### src/inc/law_defines.svh
`ifndef LAW_DEFINES_SVH
`define LAW_DEFINES_SVH

// register indices on the plain register port
`define LAW_REG_CTRL      4'h0
`define LAW_REG_EXPIRY    4'h1
`define LAW_REG_COUNT     4'h2
`define LAW_REG_STATUS    4'h3
`define LAW_REG_DPOLICY   4'h4
`define LAW_REG_RPOLICY   4'h5
`define LAW_REG_ACTIVE    4'h6
`define LAW_REG_NONCE     4'h7

// control register fields
`define LAW_CTRL_LATCH_EN 0
`define LAW_CTRL_AUTH_EN  1

// status register fields
`define LAW_ST_LATCH_EN   0
`define LAW_ST_LATCH_ATN  1
`define LAW_ST_AUTH_EN    2
`define LAW_ST_AUTH_ATN   3
`define LAW_ST_RPOL_SET   4
`define LAW_ST_REFUSED    5

// reset and post-attention values, and the deferral step
`define LAW_EXPIRY_RST    32'h0000_ffff
`define LAW_COUNT_RST     32'h0000_0000
`define LAW_POLICY_RST    32'h0000_0000
`define LAW_DEFER_STEP    32'h0000_ffff
`define LAW_NONCE_RST     32'h0000_0001

`endif

### src/inc/law_pkg.sv
package law_pkg;

   typedef enum logic [1:0] {
      LAW_REQ_DEFER,
      LAW_REQ_RECONF,
      LAW_REQ_DISABLE,
      LAW_REQ_POLICY
   } law_req_t;

   // verdict from the external authorization checker
   typedef struct packed {
      logic        valid;
      logic        accepted;
      law_req_t    kind;
      logic [31:0] nonce;
      logic [31:0] value;
      logic        which_rpol;
   } law_auth_t;

   typedef struct packed {
      logic        wr;
      logic        rd;
      logic [3:0]  addr;
      logic [31:0] wdata;
   } law_bus_t;

endpackage

### src/core/law_watchdog.sv
`timescale 1ns/1ns
`default_nettype none
`include "law_defines.svh"

// Behaviour
// RL1: each counter compares its running count with a default or written expiration value.
// RL2: latching counter is enabled by writing its enable bit.
// RL3: enabled latching counter leaves enable only through initialize or its attention.
// RL4: every qualifying tick or event moves an enabled count toward expiry.
// RL5: enabled latching counter raises attention on reaching expiry.
// RL6: no attention is raised by a disabled counter.
// RL7: both counters obey a dedicated initialize input apart from the register port.
// RL8: after initialize or attention, enable, count and expiry take fixed readable values.
// RL9: enabled latching counter ignores expiry writes and deferrals.
// RL10: deferral policy value is configurable.
// RL11: reconfiguration policy value is configurable.
// RL12: only accepted verdicts with a fresh nonce take effect.
// RL13: policies change only with authorization while enabled or reconfig policy set.
// RL14: with reconfig policy set, disable, expiry and policy changes need authorization.
// RL15: authorized counter is enabled by writing its enable bit.
// RL16: enabled authorized counter raises attention on reaching expiry.
// RL17: enabled authorized counter defers only on authorized defer or initialize.
// RL18: enabled authorized counter reconfigures only on authorized request or initialize.
// RL19: enabled authorized counter disables only by authorization, initialize or attention.
// RL20: each accepted deferral pushes expiry further out, repeatably.
// RL21: a nonce is usable once, so collected tickets cannot be replayed.
// RL22: deferral increases remaining count before expiry.
// RL23: checker delivers one-cycle verdict strobes with a request kind.
// RL24: attention is a registered level held until initialize.
module law_watchdog
   import law_pkg::*;
#(
   parameter bit USE_EVENTS = 1'b0
) (
   input  wire logic        core_clk,
   input  wire logic        rst_b,
   input  wire logic        init_pulse,
   input  wire logic        event_in,
   input  wire law_bus_t    bus,
   input  wire law_auth_t   auth,
   output logic [31:0]      rdata,
   output logic             latch_attn,
   output logic             auth_attn
);

   logic        clear;
   logic        tick;
   logic        lat_en_q;
   logic [31:0] lat_exp_q;
   logic [31:0] lat_cnt;
   logic        lat_hit;
   logic        adw_en_q;
   logic [31:0] adw_exp_q;
   logic [31:0] adw_cnt;
   logic        adw_hit;
   logic [31:0] dpol_q;
   logic [31:0] rpol_q;
   logic [31:0] nonce_q;
   logic        refused_q;
   logic        wr_ctrl;
   logic        wr_exp;
   logic        wr_dpol;
   logic        wr_rpol;
   logic        ok_auth;
   logic        rpol_set;
   logic        adw_locked;
   logic        adw_defer;

   // initialize comes from its own protected pin, never from the register port
   assign clear    = !rst_b || init_pulse; // RL7

   assign wr_ctrl  = bus.wr && bus.addr == `LAW_REG_CTRL;
   assign wr_exp   = bus.wr && bus.addr == `LAW_REG_EXPIRY;
   assign wr_dpol  = bus.wr && bus.addr == `LAW_REG_DPOLICY;
   assign wr_rpol  = bus.wr && bus.addr == `LAW_REG_RPOLICY;

   // a verdict counts only once per nonce; a stale nonce is a replay
   assign ok_auth    = auth.valid && auth.accepted && auth.nonce == nonce_q; // RL12 RL21 RL23
   assign rpol_set   = rpol_q != `LAW_POLICY_RST;
   assign adw_locked = adw_en_q || rpol_set; // RL13 RL14
   assign adw_defer  = adw_en_q && ok_auth && auth.kind == LAW_REQ_DEFER; // RL17 RL20 RL22

   law_tick_sel #(
      .USE_EVENTS (USE_EVENTS)
   ) u_tick (
      .core_clk (core_clk),
      .rst_b    (rst_b),
      .event_in (event_in),
      .tick     (tick)
   );

   law_counter #(
      .WIDTH (32)
   ) u_lat_cnt (
      .core_clk   (core_clk),
      .clear      (clear || latch_attn),
      .enabled    (lat_en_q),
      .tick       (tick),
      .defer      (1'b0),
      .defer_step ('0),
      .expiry     (lat_exp_q),
      .count      (lat_cnt),
      .hit        (lat_hit)
   );

   law_counter #(
      .WIDTH (32)
   ) u_adw_cnt (
      .core_clk   (core_clk),
      .clear      (clear || auth_attn),
      .enabled    (adw_en_q),
      .tick       (tick),
      .defer      (adw_defer),
      .defer_step (`LAW_DEFER_STEP),
      .expiry     (adw_exp_q),
      .count      (adw_cnt),
      .hit        (adw_hit)
   );

   // latching counter enable and expiry
   always_ff @(posedge core_clk) begin
      if (clear) begin
         lat_en_q  <= 1'b0; // RL8
         lat_exp_q <= `LAW_EXPIRY_RST; // RL1
      end else if (latch_attn) begin
         lat_en_q  <= 1'b0; // RL3 RL8
         lat_exp_q <= `LAW_EXPIRY_RST;
      end else if (!lat_en_q) begin // RL9
         if (wr_ctrl && bus.wdata[`LAW_CTRL_LATCH_EN]) begin
            lat_en_q <= 1'b1; // RL2
         end
         if (wr_exp) begin
            lat_exp_q <= bus.wdata; // RL1
         end
      end
      // enabled: writes ignored entirely
   end

   // attention levels held until initialize
   always_ff @(posedge core_clk) begin
      if (clear) begin
         latch_attn <= 1'b0;
         auth_attn  <= 1'b0;
      end else begin
         if (lat_hit && lat_en_q) begin
            latch_attn <= 1'b1; // RL5 RL6 RL24
         end
         if (adw_hit && adw_en_q) begin
            auth_attn <= 1'b1; // RL16 RL6 RL24
         end
      end
   end

   // authorized counter enable and expiry
   always_ff @(posedge core_clk) begin
      if (clear || auth_attn) begin
         adw_en_q  <= 1'b0; // RL8 RL19
         adw_exp_q <= `LAW_EXPIRY_RST;
      end else begin
         if (wr_ctrl && bus.wdata[`LAW_CTRL_AUTH_EN]) begin
            adw_en_q <= 1'b1; // RL15
         end else if (ok_auth && auth.kind == LAW_REQ_DISABLE) begin
            adw_en_q <= 1'b0; // RL19
         end else if (wr_ctrl && !adw_locked) begin
            adw_en_q <= 1'b0;
         end
         if (ok_auth && auth.kind == LAW_REQ_RECONF) begin
            adw_exp_q <= auth.value; // RL18
         end else if (wr_exp && !adw_locked) begin
            adw_exp_q <= bus.wdata; // RL14
         end
      end
   end

   // policies
   always_ff @(posedge core_clk) begin
      if (clear) begin
         dpol_q <= `LAW_POLICY_RST;
         rpol_q <= `LAW_POLICY_RST;
      end else if (ok_auth && auth.kind == LAW_REQ_POLICY) begin
         if (auth.which_rpol) begin
            rpol_q <= auth.value; // RL11 RL13
         end else begin
            dpol_q <= auth.value; // RL10 RL13
         end
      end else if (!adw_locked) begin
         if (wr_dpol) begin
            dpol_q <= bus.wdata; // RL10
         end
         if (wr_rpol) begin
            rpol_q <= bus.wdata; // RL11
         end
      end
   end

   // nonce advances on every accepted fresh-nonce verdict so nothing can be held back and replayed
   always_ff @(posedge core_clk) begin
      if (clear) begin
         nonce_q <= `LAW_NONCE_RST;
      end else if (ok_auth) begin
         nonce_q <= nonce_q + 32'h0000_0001; // RL21
      end
   end

   // sticky refusal flag, cleared by a status read; the new refusal wins
   always_ff @(posedge core_clk) begin
      if (clear) begin
         refused_q <= 1'b0;
      end else if (auth.valid && !ok_auth) begin
         refused_q <= 1'b1; // RL12
      end else if (bus.rd && bus.addr == `LAW_REG_STATUS) begin
         refused_q <= 1'b0;
      end
   end

   // read data one cycle after the strobe, zero otherwise
   always_ff @(posedge core_clk) begin
      if (!rst_b) begin
         rdata <= '0;
      end else if (bus.rd) begin
         case (bus.addr)
            `LAW_REG_CTRL:    rdata <= {30'h0, adw_en_q, lat_en_q};
            `LAW_REG_EXPIRY:  rdata <= lat_exp_q;
            `LAW_REG_COUNT:   rdata <= lat_cnt;
            `LAW_REG_STATUS:  rdata <= {26'h0, refused_q, rpol_set, auth_attn,
                                        adw_en_q, latch_attn, lat_en_q};
            `LAW_REG_DPOLICY: rdata <= dpol_q;
            `LAW_REG_RPOLICY: rdata <= rpol_q;
            `LAW_REG_ACTIVE:  rdata <= adw_cnt;
            `LAW_REG_NONCE:   rdata <= nonce_q;
            default:          rdata <= adw_exp_q;
         endcase
      end else begin
         rdata <= '0;
      end
   end
endmodule

`default_nettype wire

### src/core/law_tick_sel.sv
`timescale 1ns/1ns
`default_nettype none
`include "law_defines.svh"

// picks the counting source: every clock or an event strobe
module law_tick_sel
   import law_pkg::*;
#(
   parameter bit USE_EVENTS = 1'b0
) (
   input  wire logic core_clk,
   input  wire logic rst_b,
   input  wire logic event_in,
   output logic      tick
);

   always_ff @(posedge core_clk) begin
      if (!rst_b) begin
         tick <= 1'b0;
      end else begin
         tick <= USE_EVENTS ? event_in : 1'b1; // RL4
      end
   end

endmodule

`default_nettype wire

### src/core/law_counter.sv
`timescale 1ns/1ns
`default_nettype none
`include "law_defines.svh"

// one up-counter toward an expiration value; reused by both variants
module law_counter
   import law_pkg::*;
#(
   parameter int WIDTH = 32
) (
   input  wire logic             core_clk,
   input  wire logic             clear,
   input  wire logic             enabled,
   input  wire logic             tick,
   input  wire logic             defer,
   input  wire logic [WIDTH-1:0] defer_step,
   input  wire logic [WIDTH-1:0] expiry,
   output logic      [WIDTH-1:0] count,
   output logic                  hit
);

   always_ff @(posedge core_clk) begin
      if (clear) begin
         count <= '0;
      end else if (enabled && defer) begin
         // deferral pulls the count back, never below zero
         count <= (count > defer_step) ? count - defer_step : '0; // RL20 RL22
      end else if (enabled && tick && count < expiry) begin
         count <= count + 1'b1; // RL4
      end
   end

   // an expiry lowered below the running count counts as reached, so it cannot be skipped
   assign hit = enabled && (count >= expiry); // RL1

endmodule

`default_nettype wire

### config.mk
export PLATFORM = sky130hd
export DESIGN_NAME = law_watchdog
export DESIGN_NICKNAME = d
export VERILOG_FILES = /design/src/inc/law_pkg.sv /design/src/core/law_watchdog.sv /design/src/core/law_tick_sel.sv /design/src/core/law_counter.sv
export VERILOG_INCLUDE_DIRS = /design/src /design/src/inc
export SDC_FILE = /design/constraint.sdc
export NUM_CORES = 1
export LEC_CHECK = 0
export ABC_AREA = 1
export ABC_CLOCK_PERIOD_IN_PS = 1900
export BUFFER_PORTS_ARGS = -buffer_cell sky130_fd_sc_hd__buf_2
export CORE_MARGIN = 1.5
export CORE_UTILIZATION = 35
export DETAILED_ROUTE_END_ITERATION = 16
export SYNTH_ARGS = -nofsm -noshare
export SYNTH_HDL_FRONTEND = slang
export SYNTH_SLANG_ARGS = --single-unit
export TNS_END_PERCENT = 1
### constraint.sdc
create_clock -name core_clk -period 1.9 [get_ports core_clk]
set_input_delay 0.57 -clock core_clk [delete_from_list [all_inputs] [get_ports core_clk]]
set_output_delay 0.57 -clock core_clk [all_outputs]
set_load 0.005 [all_outputs]
# After elaboration in Yosys (flattened, before gate mapping)
# Index checks and enable logic that the tools add are counted.
[word_totals] input_bits=111 elab_cells=107 regBits=262 out_inout_bits=34
[classes] magnitude_cmp=5 n_reduce_logical=47 n_eq_ne=14 addsub=4 n_mux=22 n_bitwise=1
[op_table] operator="$mux W32" n=13
[op_table] operator="$pmux W32 S8" n=1
[op_table] operator="$add A32 B1 Y32 const B" n=3
[op_table] operator="$ge A32 B32 Y1" n=2
[op_table] operator="$lt A32 B32 Y1" n=2
[op_table] operator="$eq A32 B32 Y1" n=1
[op_table] operator="$gt A32 B16 Y1 const B" n=1
[op_table] operator="$reduce_bool A32 Y1" n=1
[op_table] operator="$sub A32 B16 Y32 const B" n=1
[op_table] operator="$logic_and A1 B1 Y1" n=26
[op_table] operator="$eq A4 B3 Y1 const B" n=4
[op_table] operator="$reduce_bool A2 Y1" n=5
[op_table] operator="$eq A4 B2 Y1 const B" n=2
[op_table] operator="$mux W1" n=8
[op_table] operator="$reduce_and A3 Y1" n=2
[op_table] operator="$eq A2 B2 Y1 const B" n=2
[op_table] operator="$eq A4 B1 Y1 const B" n=1
[op_table] operator="$logic_not A4 Y1" n=1
[op_table] operator="$logic_or A1 B1 Y1" n=4
[op_table] operator="$ne A2 B2 Y1 const B" n=2
[op_table] operator="$reduce_and A2 Y1" n=2
[op_table] operator="$logic_not A1 Y1" n=3
[op_table] operator="$reduce_bool A3 Y1" n=1
[op_table] operator="$eq A2 B1 Y1 const B" n=1
[op_table] operator="4 further kinds" n=4

# Longest topological paths before layout
# Gate-level depths: netlist (run 1).
[logic_depth] ltp_word=7 ltp_mapped=17 mapped_depth_nobuf=16

# Hierarchy
# Synthesis (run 1) repeated with hierarchy kept, for this count alone.
[unflattened] hier_cells=3981 area_unflattened_um2=23088.4
[by_module_without_submodules] module="law_watchdog" area_per_inst_um2=11383.4 cells_each=1833 n_inst=1
[by_module_without_submodules] module="law_counter at u_lat_cnt" area_per_inst_um2=5845.6 cells_each=1075 n_inst=1
[by_module_without_submodules] module="law_counter at u_adw_cnt" area_per_inst_um2=5839.4 cells_each=1072 n_inst=1
[by_module_without_submodules] module="law_tick_sel" area_per_inst_um2=20.0 cells_each=1 n_inst=1

# Least setup slack after synthesis (run 1)
# No wires, ideal clock.
[synth_timing] path_kind="input to register" startpoint="in bus[35] in the netlist's numbering" endpoint="reg rdata[6]" n_path_buf=2 t_arrival_ps=1970 cell_stages=9 required_ps=1805 path_slack_ps=-166 setup_ps=95 path_cell_list="clkbuf_1 inv_1 nand2_1 nor2_1 clkinv_1 clkbuf_1 o22ai_1 a21oi_1 a221oi_1"
[synth_between] elab_chain_len=2
[synth_lines] element="from (decl)" line="law_watchdog.sv:39" rtl="input wire law_bus_t bus,"
[synth_lines] element="$eq A4 B3 Y1 (tied with other cells)" line="law_watchdog.sv:221" rtl="case (bus.addr)"
[synth_lines] element="$pmux W32 S8 (*)" line="law_watchdog.sv:221"
[synth_lines] element="to (signal assigned)" line="law_watchdog.sv:222" rtl="`LAW_REG_CTRL: rdata <= {30'h0, adw_en_q, lat_en_q};"
[synth_lines] element="to (signal assigned)" line="law_watchdog.sv:223" rtl="`LAW_REG_EXPIRY: rdata <= lat_exp_q;"
[synth_lines] element="to (signal assigned)" line="law_watchdog.sv:224" rtl="`LAW_REG_COUNT: rdata <= lat_cnt;"
[synth_lines] element="to (decl)" line="law_watchdog.sv:41" rtl="output logic [31:0] rdata,"
# Mark *: on every way between the ends. The rest lies on a longest branch, timed or not.
# A chain may end at the register's enable or synchronous reset.

# Worst setup path in the final report (run 1)
[layout_timing] startpoint="reg nonce_q[16]" endpoint="reg rpol_q[29]"
[layout_between] elab_chain_len=5
[layout_lines] element="from (decl)" line="law_watchdog.sv:58" rtl="logic [31:0] nonce_q;"
[layout_lines] element="from (signal assigned)" line="law_watchdog.sv:199" rtl="nonce_q <= `LAW_NONCE_RST;"
[layout_lines] element="from (signal assigned)" line="law_watchdog.sv:201" rtl="nonce_q <= nonce_q + 32'h0000_0001;"
[layout_lines] element="$eq A32 B32 Y1 (*)" line="law_watchdog.sv:78" rtl="assign ok_auth = auth.valid && auth.accepted && auth.nonce == nonce_q;"
[layout_lines] element="$logic_and A1 B1 Y1 (*)" line="law_watchdog.sv:78"
[layout_lines] element="$logic_and A1 B1 Y1 (*)" line="law_watchdog.sv:180" rtl="end else if (ok_auth && auth.kind == LAW_REQ_POLICY) begin"
[layout_lines] element="$ne A2 B2 Y1 (no line) (tied with other cells)"
[layout_lines] element="$reduce_and A3 Y1 (no line)"
[layout_lines] element="to (signal assigned)" line="law_watchdog.sv:179" rtl="rpol_q <= `LAW_POLICY_RST;"
[layout_lines] element="to (signal assigned)" line="law_watchdog.sv:182" rtl="rpol_q <= auth.value;"
[layout_lines] element="to (signal assigned)" line="law_watchdog.sv:191" rtl="rpol_q <= bus.wdata;"
[layout_lines] element="to (decl)" line="law_watchdog.sv:57" rtl="logic [31:0] rpol_q;"
# Marks and branches as above.

==> impl_metrics.ini, run 1 <==
[clock_tree]
cts_num_sinks = 262
clock_latency_ns = 0.56
clockBufferDepth = 3
tritoncts = yes
clk_pin_slew_ns = 0.06
htreeDepth = 2
root_buffer = clkbuf_16
cts_hold_buf = 0
cts_buffers = 34

[synth]
synth-async-reset-ratio = 0
muxShareOfSynthArea = 0
yosys_warnings = 0
synth_top_area_frac = 0.306
yosysMostFrequentCell = nand2_1
synthCells = 2715
synth_cell_types = 40
ys_seq_area_frac = 0.306
syn_area_per_cell_um2 = 6.31
synth_top_family_by_area = simple AND/OR/NAND/NOR gates
synth-xor-area-share = 0.0373
synth-compound-area-share = 0.139
ys_top_cells_by_count = nand2_1 (737), nor2_1 (374), inv_1 (290), dfxtp_1 (262), a21oi_1 (150)
synthAdderAreaFrac = 0.0489
synthSimpleGateAreaFrac = 0.367
synth_area_leaders = dfxtp_1 (31%), nand2_1 (16%), nor2_1 (8.2%)
ys.flop_type = dfxtp_1
synth_top_area_cell = dfxtp_1
synth_seq_cells = 262
netlist_area_um2 = 17100
synth_edf_count = 0
synth_fp_nets = 2893

[cells_and_area]
drive_above_1_share = 0.318
synthToLayoutAreaGrowth_pct = 46.2
fin_area_um2 = 25100
diodes = 0
nNetsFinal = 3531

[sta]
holdWs_ns = 0.148
max-slew-margin-rel = 0.397
post-route-min-period_ns = 2.28
fin_crit_sh = 1.20
max_freq_mhz = 439
setup_viol = 193
tightestPinTransition_ns = 0.902
postLayoutSetupSlackWorst_ns = -0.379
slew_violations = 0
hold_viol = 0
rsz0062_at_grt = yes
fin_skew_ns = 0.0291

[worst_setup_path]
slowest_stage = dfxtp_2
path_buf_inv = 5
critPathMaxFanout = 18
critPathKind = reg -> reg
cp-end-kind = register
ff2ff_path_depth = 16
critical_path.cell_chain = inv_2 -> nand2_1 -> buf_4 -> nand2_1 -> nor2_1 -> nand2_1 -> nor2_2 -> nand2_2 -> nor2_4 -> buf_12 -> nand3_4 -> buf_12 -> nand3_4 -> buf_12 -> a21oi_1 -> nor2_1
cp-start-kind = register
critPathTopFamily = simple AND/OR/NAND/NOR gates
reg2reg_slack_ns = -0.38
r2r-end = rpol_q[29]
arrival_ns = 2.76
r2r-start = nonce_q[16]
critPathRequiredTime_ns = 2.38
cpPeakStageDelay_ns = 0.35

[pwr]
clockPowerShare = 0.489
peakVddDrop_mv = 0.462
p_seq_frac = 0.413
cell_internal_pwr_uw = 9890
switchingPower_uw = 3540
p_leak_uw = 0.0117
p_comb_frac = 0.098
switching_share = 0.263
p_per_area_nw_per_um2 = 536

[worst_hold_path]
hold_path.startpoint = rst_b
whs_endpoint = u_tick.tick
hp-class = in -> reg
hold_path_depth = 1

[run_status]
violations = negative setup slack
outcome = finished, violations left

[floorplanning]
die_width_um = 224
die_h_um = 224
die-area_um2 = 50300
rows = 80
core_um2 = 48000
io_pins = 145
initial_core_util = 0.357

[place]
place_area_um2 = 22600
pre_cts_slack_ns = -0.882
portBuffers = 143
gp_congestion = 1.00
place_hpwl_mm = 62.9

[detailed_routing]
drt_wl_total_mm = 82.4
ant_nets = 0
drc = 0
firstDrtPassIters = 6
num_vias = 21700
wl_per_cell_um = 20.6
avgViaCountPerCell = 5.44
drt_iter0_drc = 2279

[run]
drv_cap = 0

[global_routing]
grt_max_degree = 41
grt_usage = 0.318
grt_pass1_vias = 20600
gr-total-overflow = 0
antenna_found_initial = 0
grt_pass1_wl_mm = 122
[power by group through the flow]
stage / clock (uW) / combinational, uW / sequential (uW)
2_1_floorplan: 0 / 491 / 5670
3_3_place_gp: 0 / 1170 / 5680
3_5_place_dp: 0 / 1180 / 5680
4_1_cts: 6630 / 1220 / 5550
5_1_grt: 6850 / 1380 / 5550
6_report: 6570 / 1310 / 5550
[metrics by stage]
| stage | instances | utilization | total power [uW] | setup TNS (ns) |
|---|---|---|---|---|
| final | 3991 | 0.522 | 13400 | -48.52 |
| after CTS | 3986 | 0.508 | 13400 | -46.31 |
| after global placement | 3916 | 0.471 | 6840 | -145.73 |
| after floorplan | 2715 | - | 6160 | -13.83 |
| after detailed placement | 3916 | 0.471 | 6850 | -151.71 |
| after global routing | 3991 | 0.522 | 13800 | -68.80 |
[cell usage in the layout, fill, tap and decap left out, types with 8 or more instances in the layout]
master,count
nand3_2,19
buf_4,523
o22ai_1,38
o21ai_0,61
ha_1,60
inv_1,272
inv_2,39
nor3_2,10
clkbuf_1,9
a221oi_1,22
dfxtp_2,37
nand2_1,657
buf_12,24
nor2_1,329
nand2_2,69
nand2_4,15
dfxtp_1,222
nor4_1,11
nor2_4,15
clkbuf_16,37
buf_6,24
nand4_1,137
nand3_1,112
clkinv_2,8
a21oi_1,128
o211ai_1,33
xor2_1,70
o21bai_1,32
buf_2,143
nor3_1,46
a41oi_1,10
nor2_2,34
a21oi_2,22
o21ai_1,19
[cell type report]
| class | count | area, um2 |
|---|---|---|
| fill | 4838 | 23000 |
| clock inverter | 13 | 149 |
| tap | 615 | 769 |
| sequential | 262 | 5300 |
| multi-input combinational | 2013 | 11100 |
| timing repair buffer | 722 | 5590 |
| inverter | 320 | 1210 |
| clock buffer | 46 | 937 |
[flip-flops by register name, summed over array words and instances, names as in the netlist, 32 cells and up]
signal           flops
dpol_q              32
nonce_q             32
lat_exp_q           32
rpol_q              32
u_adw_cnt.count     32
u_lat_cnt.count     32
rdata               32
adw_exp_q           32
[timing repair]
item / CTS / global route
endpoints found under the setup margin: 204 / 205
cloned: 4 / 2
pin swaps: 29 / 51
buffers inserted: 7 / 4
gates resized for setup: 175 / 182
[per-layer routing]
layer  up-vias  track usage  wire (um)
met5         -            0          0
met3       231       0.0540       7930
met2      1127        0.480      35000
met1     10100        0.438      35400
met4         0        0.158       4080
li1      10300            -          -
[how the worst max path moves through the flow]
stage,to,slack [ns],cells past startpoint,start
final,rpol_q[29],-0.38,16,nonce_q[16]
after global routing,latch_attn,-0.49,12,lat_exp_q[29]
after CTS,latch_attn,-0.35,12,lat_exp_q[29]
after detailed placement,dpol_q[9],-0.88,14,auth[34]
after global placement,rpol_q[25],-0.86,18,auth[34]
after floorplan,u_adw_cnt.count[23],-0.13,15,auth[62]
[logic make-up after synthesis]
kind of cell / after synthesis
compound gates: 396
fa+ha+maj: 67
xor+xnor: 73
flops: 262
buf+inv: 441
simple gates: 1476
(Power assumes the default switching activity.)
==> run 2, diff against run 1 <==
--- a/config.mk
+++ b/config.mk
@@ -6,7 +6,7 @@
 export SDC_FILE = /design/constraint.sdc
 export NUM_CORES = 1
 export LEC_CHECK = 0
-export ABC_AREA = 1
+export ABC_AREA = 0
 export ABC_CLOCK_PERIOD_IN_PS = 1900
 export BUFFER_PORTS_ARGS = -buffer_cell sky130_fd_sc_hd__buf_2
 export CORE_MARGIN = 1.5
==> impl_metrics.ini, run 2 <==
[run]
drv_cap = 0

[synth]
synth_top_area_cell = dfxtp_1
synth_edf_count = 0
ys_top_cells_by_count = dfxtp_1 (262), nand2_1 (213), nor2_1 (176), clkbuf_1 (97), o21ai_0 (95)
synthCells = 1821
netlist_area_um2 = 14700
syn_area_per_cell_um2 = 8.05
synthAdderAreaFrac = 0.0572
muxShareOfSynthArea = 0.0572
ys.flop_type = dfxtp_1
synth-async-reset-ratio = 0
synth_cell_types = 74
synth-xor-area-share = 0.0490
synth_area_leaders = dfxtp_1 (36%), ha_1 (5.7%), nand2_1 (5.5%)
synth-compound-area-share = 0.205
yosys_warnings = 0
synth_seq_cells = 262
synthSimpleGateAreaFrac = 0.218
ys_seq_area_frac = 0.358
synth_fp_nets = 1999
synth_top_family_by_area = simple AND/OR/NAND/NOR gates
yosysMostFrequentCell = dfxtp_1
synth_top_area_frac = 0.358

[sta]
postLayoutSetupSlackWorst_ns = -0.766
hold_viol = 0
setup_viol = 194
max-slew-margin-rel = 0.603
rsz0062_at_grt = yes
fin_skew_ns = 0.00933
tightestPinTransition_ns = 0.595
max_freq_mhz = 375
slew_violations = 0
post-route-min-period_ns = 2.67
holdWs_ns = 0.178
fin_crit_sh = 1.40

[clock_tree]
cts_hold_buf = 0
root_buffer = clkbuf_16
tritoncts = yes
htreeDepth = 1
clockBufferDepth = 3
clock_latency_ns = 0.57
clk_pin_slew_ns = 0.06
cts_buffers = 30
cts_num_sinks = 262

[floorplanning]
die_width_um = 208
core_um2 = 41100
initial_core_util = 0.357
die_h_um = 208
rows = 74
die-area_um2 = 43100
io_pins = 145

[cells_and_area]
mostFrequentLayoutCell = buf_4
seq_area_um2 = 5290
multi_input_area_um2 = 9580
layout_common_cells = buf_4 (407), dfxtp_1 (226), nand2_1 (212)
nNetsFinal = 2498
drive_above_1_share = 0.366
synthToLayoutAreaGrowth_pct = 45.1
fillers = 3791
post-route-util = 0.517

[detailed_routing]
ant_nets = 0
drt_wl_total_mm = 57.8
avgViaCountPerCell = 5.54
num_vias = 15900
firstDrtPassIters = 6
drc = 0
wl_per_cell_um = 20.1
drt_iter0_drc = 1529

[place]
portBuffers = 143
gp_congestion = 0.970
place_hpwl_mm = 43.4

[global_routing]
antenna_found_initial = 1
grt_pass1_vias = 15200
gr-total-overflow = 0
grt_max_degree = 99
grt_usage = 0.257
grt_pass1_wl_mm = 87.2

[worst_hold_path]
hp-class = in -> reg
hold_path_depth = 1

[run_status]
outcome = finished, violations left
violations = negative setup slack

[worst_setup_path]
critPathKind = reg -> reg
cpPeakStageDelay_ns = 0.45
critical_path.cell_chain = buf_4 -> nor4_4 -> buf_4 -> nand4b_4 -> or4_4 -> or4_4 -> buf_8 -> nor2_8 -> o21ai_0 -> a32o_1
critPathRequiredTime_ns = 2.36
cp-start-kind = register
ff2ff_path_depth = 10
slowest_stage = or4_4
cp-end-kind = register
arrival_ns = 3.12
critPathMaxFanout = 7

[pwr]
p_per_area_nw_per_um2 = 591
p_leak_uw = 0.00887
peakVddDrop_mv = 0.592
## run 2: cell count changes in the layout (fill, tap and decap cells not counted), sizes merged, moves of 80 or more
| cell | delta |
|---|---|
| a211oi | +84 |
| buf | -130 |
| inv | -232 |
| mux2i | +80 |
| nand2 | -530 |
| nand3 | -90 |
| nand4 | -88 |
| nor2 | -199 |
## run 2: cell families (layout without fill, tap and decap cells)
group / Yosys count / count (layout)
other cells: 0 / 1
simple gates: 660 / 662
flops: 262 / 262
buf+inv: 208 / 727
compound gates: 459 / 459
fa+ha+maj: 67 / 67
mux: 83 / 83
xor+xnor: 82 / 82
## run 2: per-stage QoR
stage / cells / setup TNS [ns] / cell area, um2 / power [uW] / worst slack, ns
finish: 2875 / -101.02 / 21300 / 12600 / -0.766
global route: 2875 / -120.60 / 21300 / 12900 / -0.888
CTS: 2868 / -96.59 / 20700 / 12600 / -0.757
detailed placement: 2797 / -191.62 / 19100 / 6600 / -1.31
global placement: 2797 / -184.86 / 19100 / 6600 / -1.29
floorplan: 1821 / -115.00 / 14700 / 6050 / -0.795
## run 2: routing by layer
metal	up-vias	GRT usage	routed length, um
li1	7570	-	-
met1	7661	0.348	25300
met2	594	0.419	26700
met3	89	0.0421	4090
met4	0	0.0808	1630
met5	-	0	0
## run 2: repair_timing
action,CTS,global route
pin swaps,74,89
setup buffers,14,6
resized for setup,122,133
endpoints found under the setup margin,196,196
cloned,3,0
## run 2: layout make-up
cell class,count,share of cell area
antenna,1,0.000118
clock buffer,41,0.0411
clock inverter,13,0.00682
inverter,84,0.0148
multi-input combinational,1353,0.450
sequential,262,0.249
tap,532,0.0313
timing repair buffer,589,0.207
## run 2: worst max-delay path: cells and delay by family, from the launching register on
family | cells | cell delay, ns
buf+inv | 3 | 0.50
compound gates | 2 | 0.37
flops | 1 | 0.34
simple gates | 5 | 1.34
## run 2: path summary, 6_finish.rpt
path,startpoint,end,slack (ns)
setup reg to reg,u_adw_cnt.count[18],u_adw_cnt.count[3],-0.77
hold / removal,rst_b,u_tick.tick,0.18
setup / recovery,u_adw_cnt.count[18],u_adw_cnt.count[3],-0.77
hold reg to reg,dpol_q[8],dpol_q[8],0.49
## run 2: power breakdown
part           switching (uW)  total [uW]  internal, uW
Combinational             605         996           390
Clock                    2430        6030          3600
Sequential               21.2        5550          5530
==> run 3, diff against run 2 <==
--- a/config.mk
+++ b/config.mk
@@ -7,11 +7,13 @@
 export NUM_CORES = 1
 export LEC_CHECK = 0
 export ABC_AREA = 0
-export ABC_CLOCK_PERIOD_IN_PS = 1900
+export ABC_CLOCK_PERIOD_IN_PS = 3300
 export BUFFER_PORTS_ARGS = -buffer_cell sky130_fd_sc_hd__buf_2
 export CORE_MARGIN = 1.5
 export CORE_UTILIZATION = 35
 export DETAILED_ROUTE_END_ITERATION = 16
+export GPL_TIMING_DRIVEN = 0
+export RECOVER_POWER = 50
 export SYNTH_ARGS = -nofsm -noshare
 export SYNTH_HDL_FRONTEND = slang
 export SYNTH_SLANG_ARGS = --single-unit
==> constraint.sdc (replaced) <==
create_clock -name core_clk -period 3.3 [get_ports core_clk]
set_input_delay 0.99 -clock core_clk [delete_from_list [all_inputs] [get_ports core_clk]]
set_output_delay 0.99 -clock core_clk [all_outputs]
set_load 0.005 [all_outputs]
==> impl_metrics.ini, run 3 (synthesis gave the netlist of run 2 again) <==
[run_status]
violations = negative setup slack
outcome = finished, violations left

[sta]
fin_skew_ns = 0.0312
max_freq_mhz = 286
tightestPinTransition_ns = 0.977
post-route-min-period_ns = 3.49
holdWs_ns = 0.470
hold_viol = 0
fin_crit_sh = 1.06
postLayoutSetupSlackWorst_ns = -0.194
tns_ns = -1.42
slew_violations = 0
max-slew-margin-rel = 0.344
setup_viol = 21
rsz0062_at_grt = yes

[cells_and_area]
seq_area_um2 = 5250
fillers = 4178
layout_common_cells = dfxtp_1 (258), nand2_1 (213), nor2_1 (175)
final_cells = 2548
drive_above_1_share = 0.124
multi_input_area_um2 = 8710
post-route-util = 0.418
mostFrequentLayoutCell = dfxtp_1
synthToLayoutAreaGrowth_pct = 17.2
nNetsFinal = 2172

[clock_tree]
cts_buffers = 30
clock_latency_ns = 0.58
cts_hold_buf = 0
clk_pin_slew_ns = 0.06
tritoncts = yes
htreeDepth = 1
cts_num_sinks = 262
root_buffer = clkbuf_16
clockBufferDepth = 3
cts_setup_buffers = 0

[pwr]
p_leak_uw = 0.00658
peakVddDrop_mv = 0.468
p_per_area_nw_per_um2 = 418

[global_routing]
antenna_found_initial = 1
grt_usage = 0.260
grt_max_degree = 15
gr-total-overflow = 0
grt_pass1_vias = 14000
grt_pass1_wl_mm = 86.2

[place]
gp_congestion = 1.01
dp.cells = 2495
portBuffers = 142
place_hpwl_mm = 45.5

[worst_setup_path]
critPathKind = in -> reg
crit_top_cell = clkbuf_1
cp_num_cells = 8
critPathRequiredTime_ns = 3.73
critical_path.cell_chain = clkbuf_1 -> nor2b_1 -> clkbuf_1 -> and2_0 -> clkbuf_1 -> buf_2 -> a22oi_1 -> a31oi_1
arrival_ns = 3.93
critPathTopFamily = buffers and inverters
path_buf_inv = 4
cpPeakStageDelay_ns = 0.51
ff2ff_path_depth = 8
slowest_stage = clkbuf_1
critPathMaxFanout = 10
cp-end-kind = register
cp-start-kind = primary input

[detailed_routing]
drc = 0
avgViaCountPerCell = 5.84
drt_iter0_drc = 1790
firstDrtPassIters = 7
wl_per_cell_um = 22.6
drt_wl_total_mm = 57.6
num_vias = 14900
ant_nets = 0

[floorplanning]
die-area_um2 = 43100
core_um2 = 41100
die_h_um = 208
initial_core_util = 0.357
io_pins = 145
rows = 74
die_width_um = 208

[worst_hold_path]
hold_path_depth = 2
hp-class = reg -> reg

[run]
drv_cap = 0
-- run 3: where the power goes --
part,internal (uW),total [uW],switching [uW]
Clock,2070,3500,1420
Sequential,3190,3200,13.8
Combinational,146,493,347
-- run 3: final timing paths --
path                       from       endpoint  slack [ns]
setup / recovery        bus[33]      rdata[31]       -0.19
hold / removal    lat_exp_q[29]  lat_exp_q[29]        0.47
setup reg to reg     nonce_q[8]     rpol_q[22]        0.04
hold reg to reg   lat_exp_q[29]  lat_exp_q[29]        0.47
-- run 3: area by class of cell --
| type | count | share of cell area |
|---|---|---|
| diodes | 1 | 0.000146 |
| plain buffers | 123 | 0.0306 |
| clock buffers | 41 | 0.0508 |
| clock inverters | 12 | 0.00845 |
| inverters | 84 | 0.0184 |
| multi-input cells | 1351 | 0.507 |
| flip-flops and latches | 262 | 0.306 |
| well taps | 532 | 0.0387 |
| repair buffers | 142 | 0.0403 |
-- run 3: metal layers --
| metal | vias to the layer above | routed length (um) | track usage |
|---|---|---|---|
| met1 | 7177 | 24400 | 0.345 |
| met5 | - | 0 | 0 |
| met2 | 691 | 26500 | 0.429 |
| li1 | 6911 | - | - |
| met4 | 0 | 2310 | 0.106 |
| met3 | 106 | 4370 | 0.0284 |
-- run 3: through the flow --
stage	area [um2]	setup WS (ns)	power, uW
after CTS	17100	0.00446	7200
after floorplan	14700	0.159	3480
after global routing	17200	-0.114	7360
final	17200	-0.194	7190
after global placement	16000	-0.926	3740
after detailed placement	16000	-0.890	3740
-- run 3: tightest hold or removal path, stage by stage (launching register included) --
cell and delay (ns):
dfxtp_1 0.32, nand2_1 0.05, a21oi_1 0.05
-- run 3: what timing repair did --
action | 4_1_cts | 5_1_grt
pin swaps | 1 | 1
setup endpoints to repair | 140 | 146
resized for setup | 21 | 29
endpoints found under the hold margin | 0 | 0
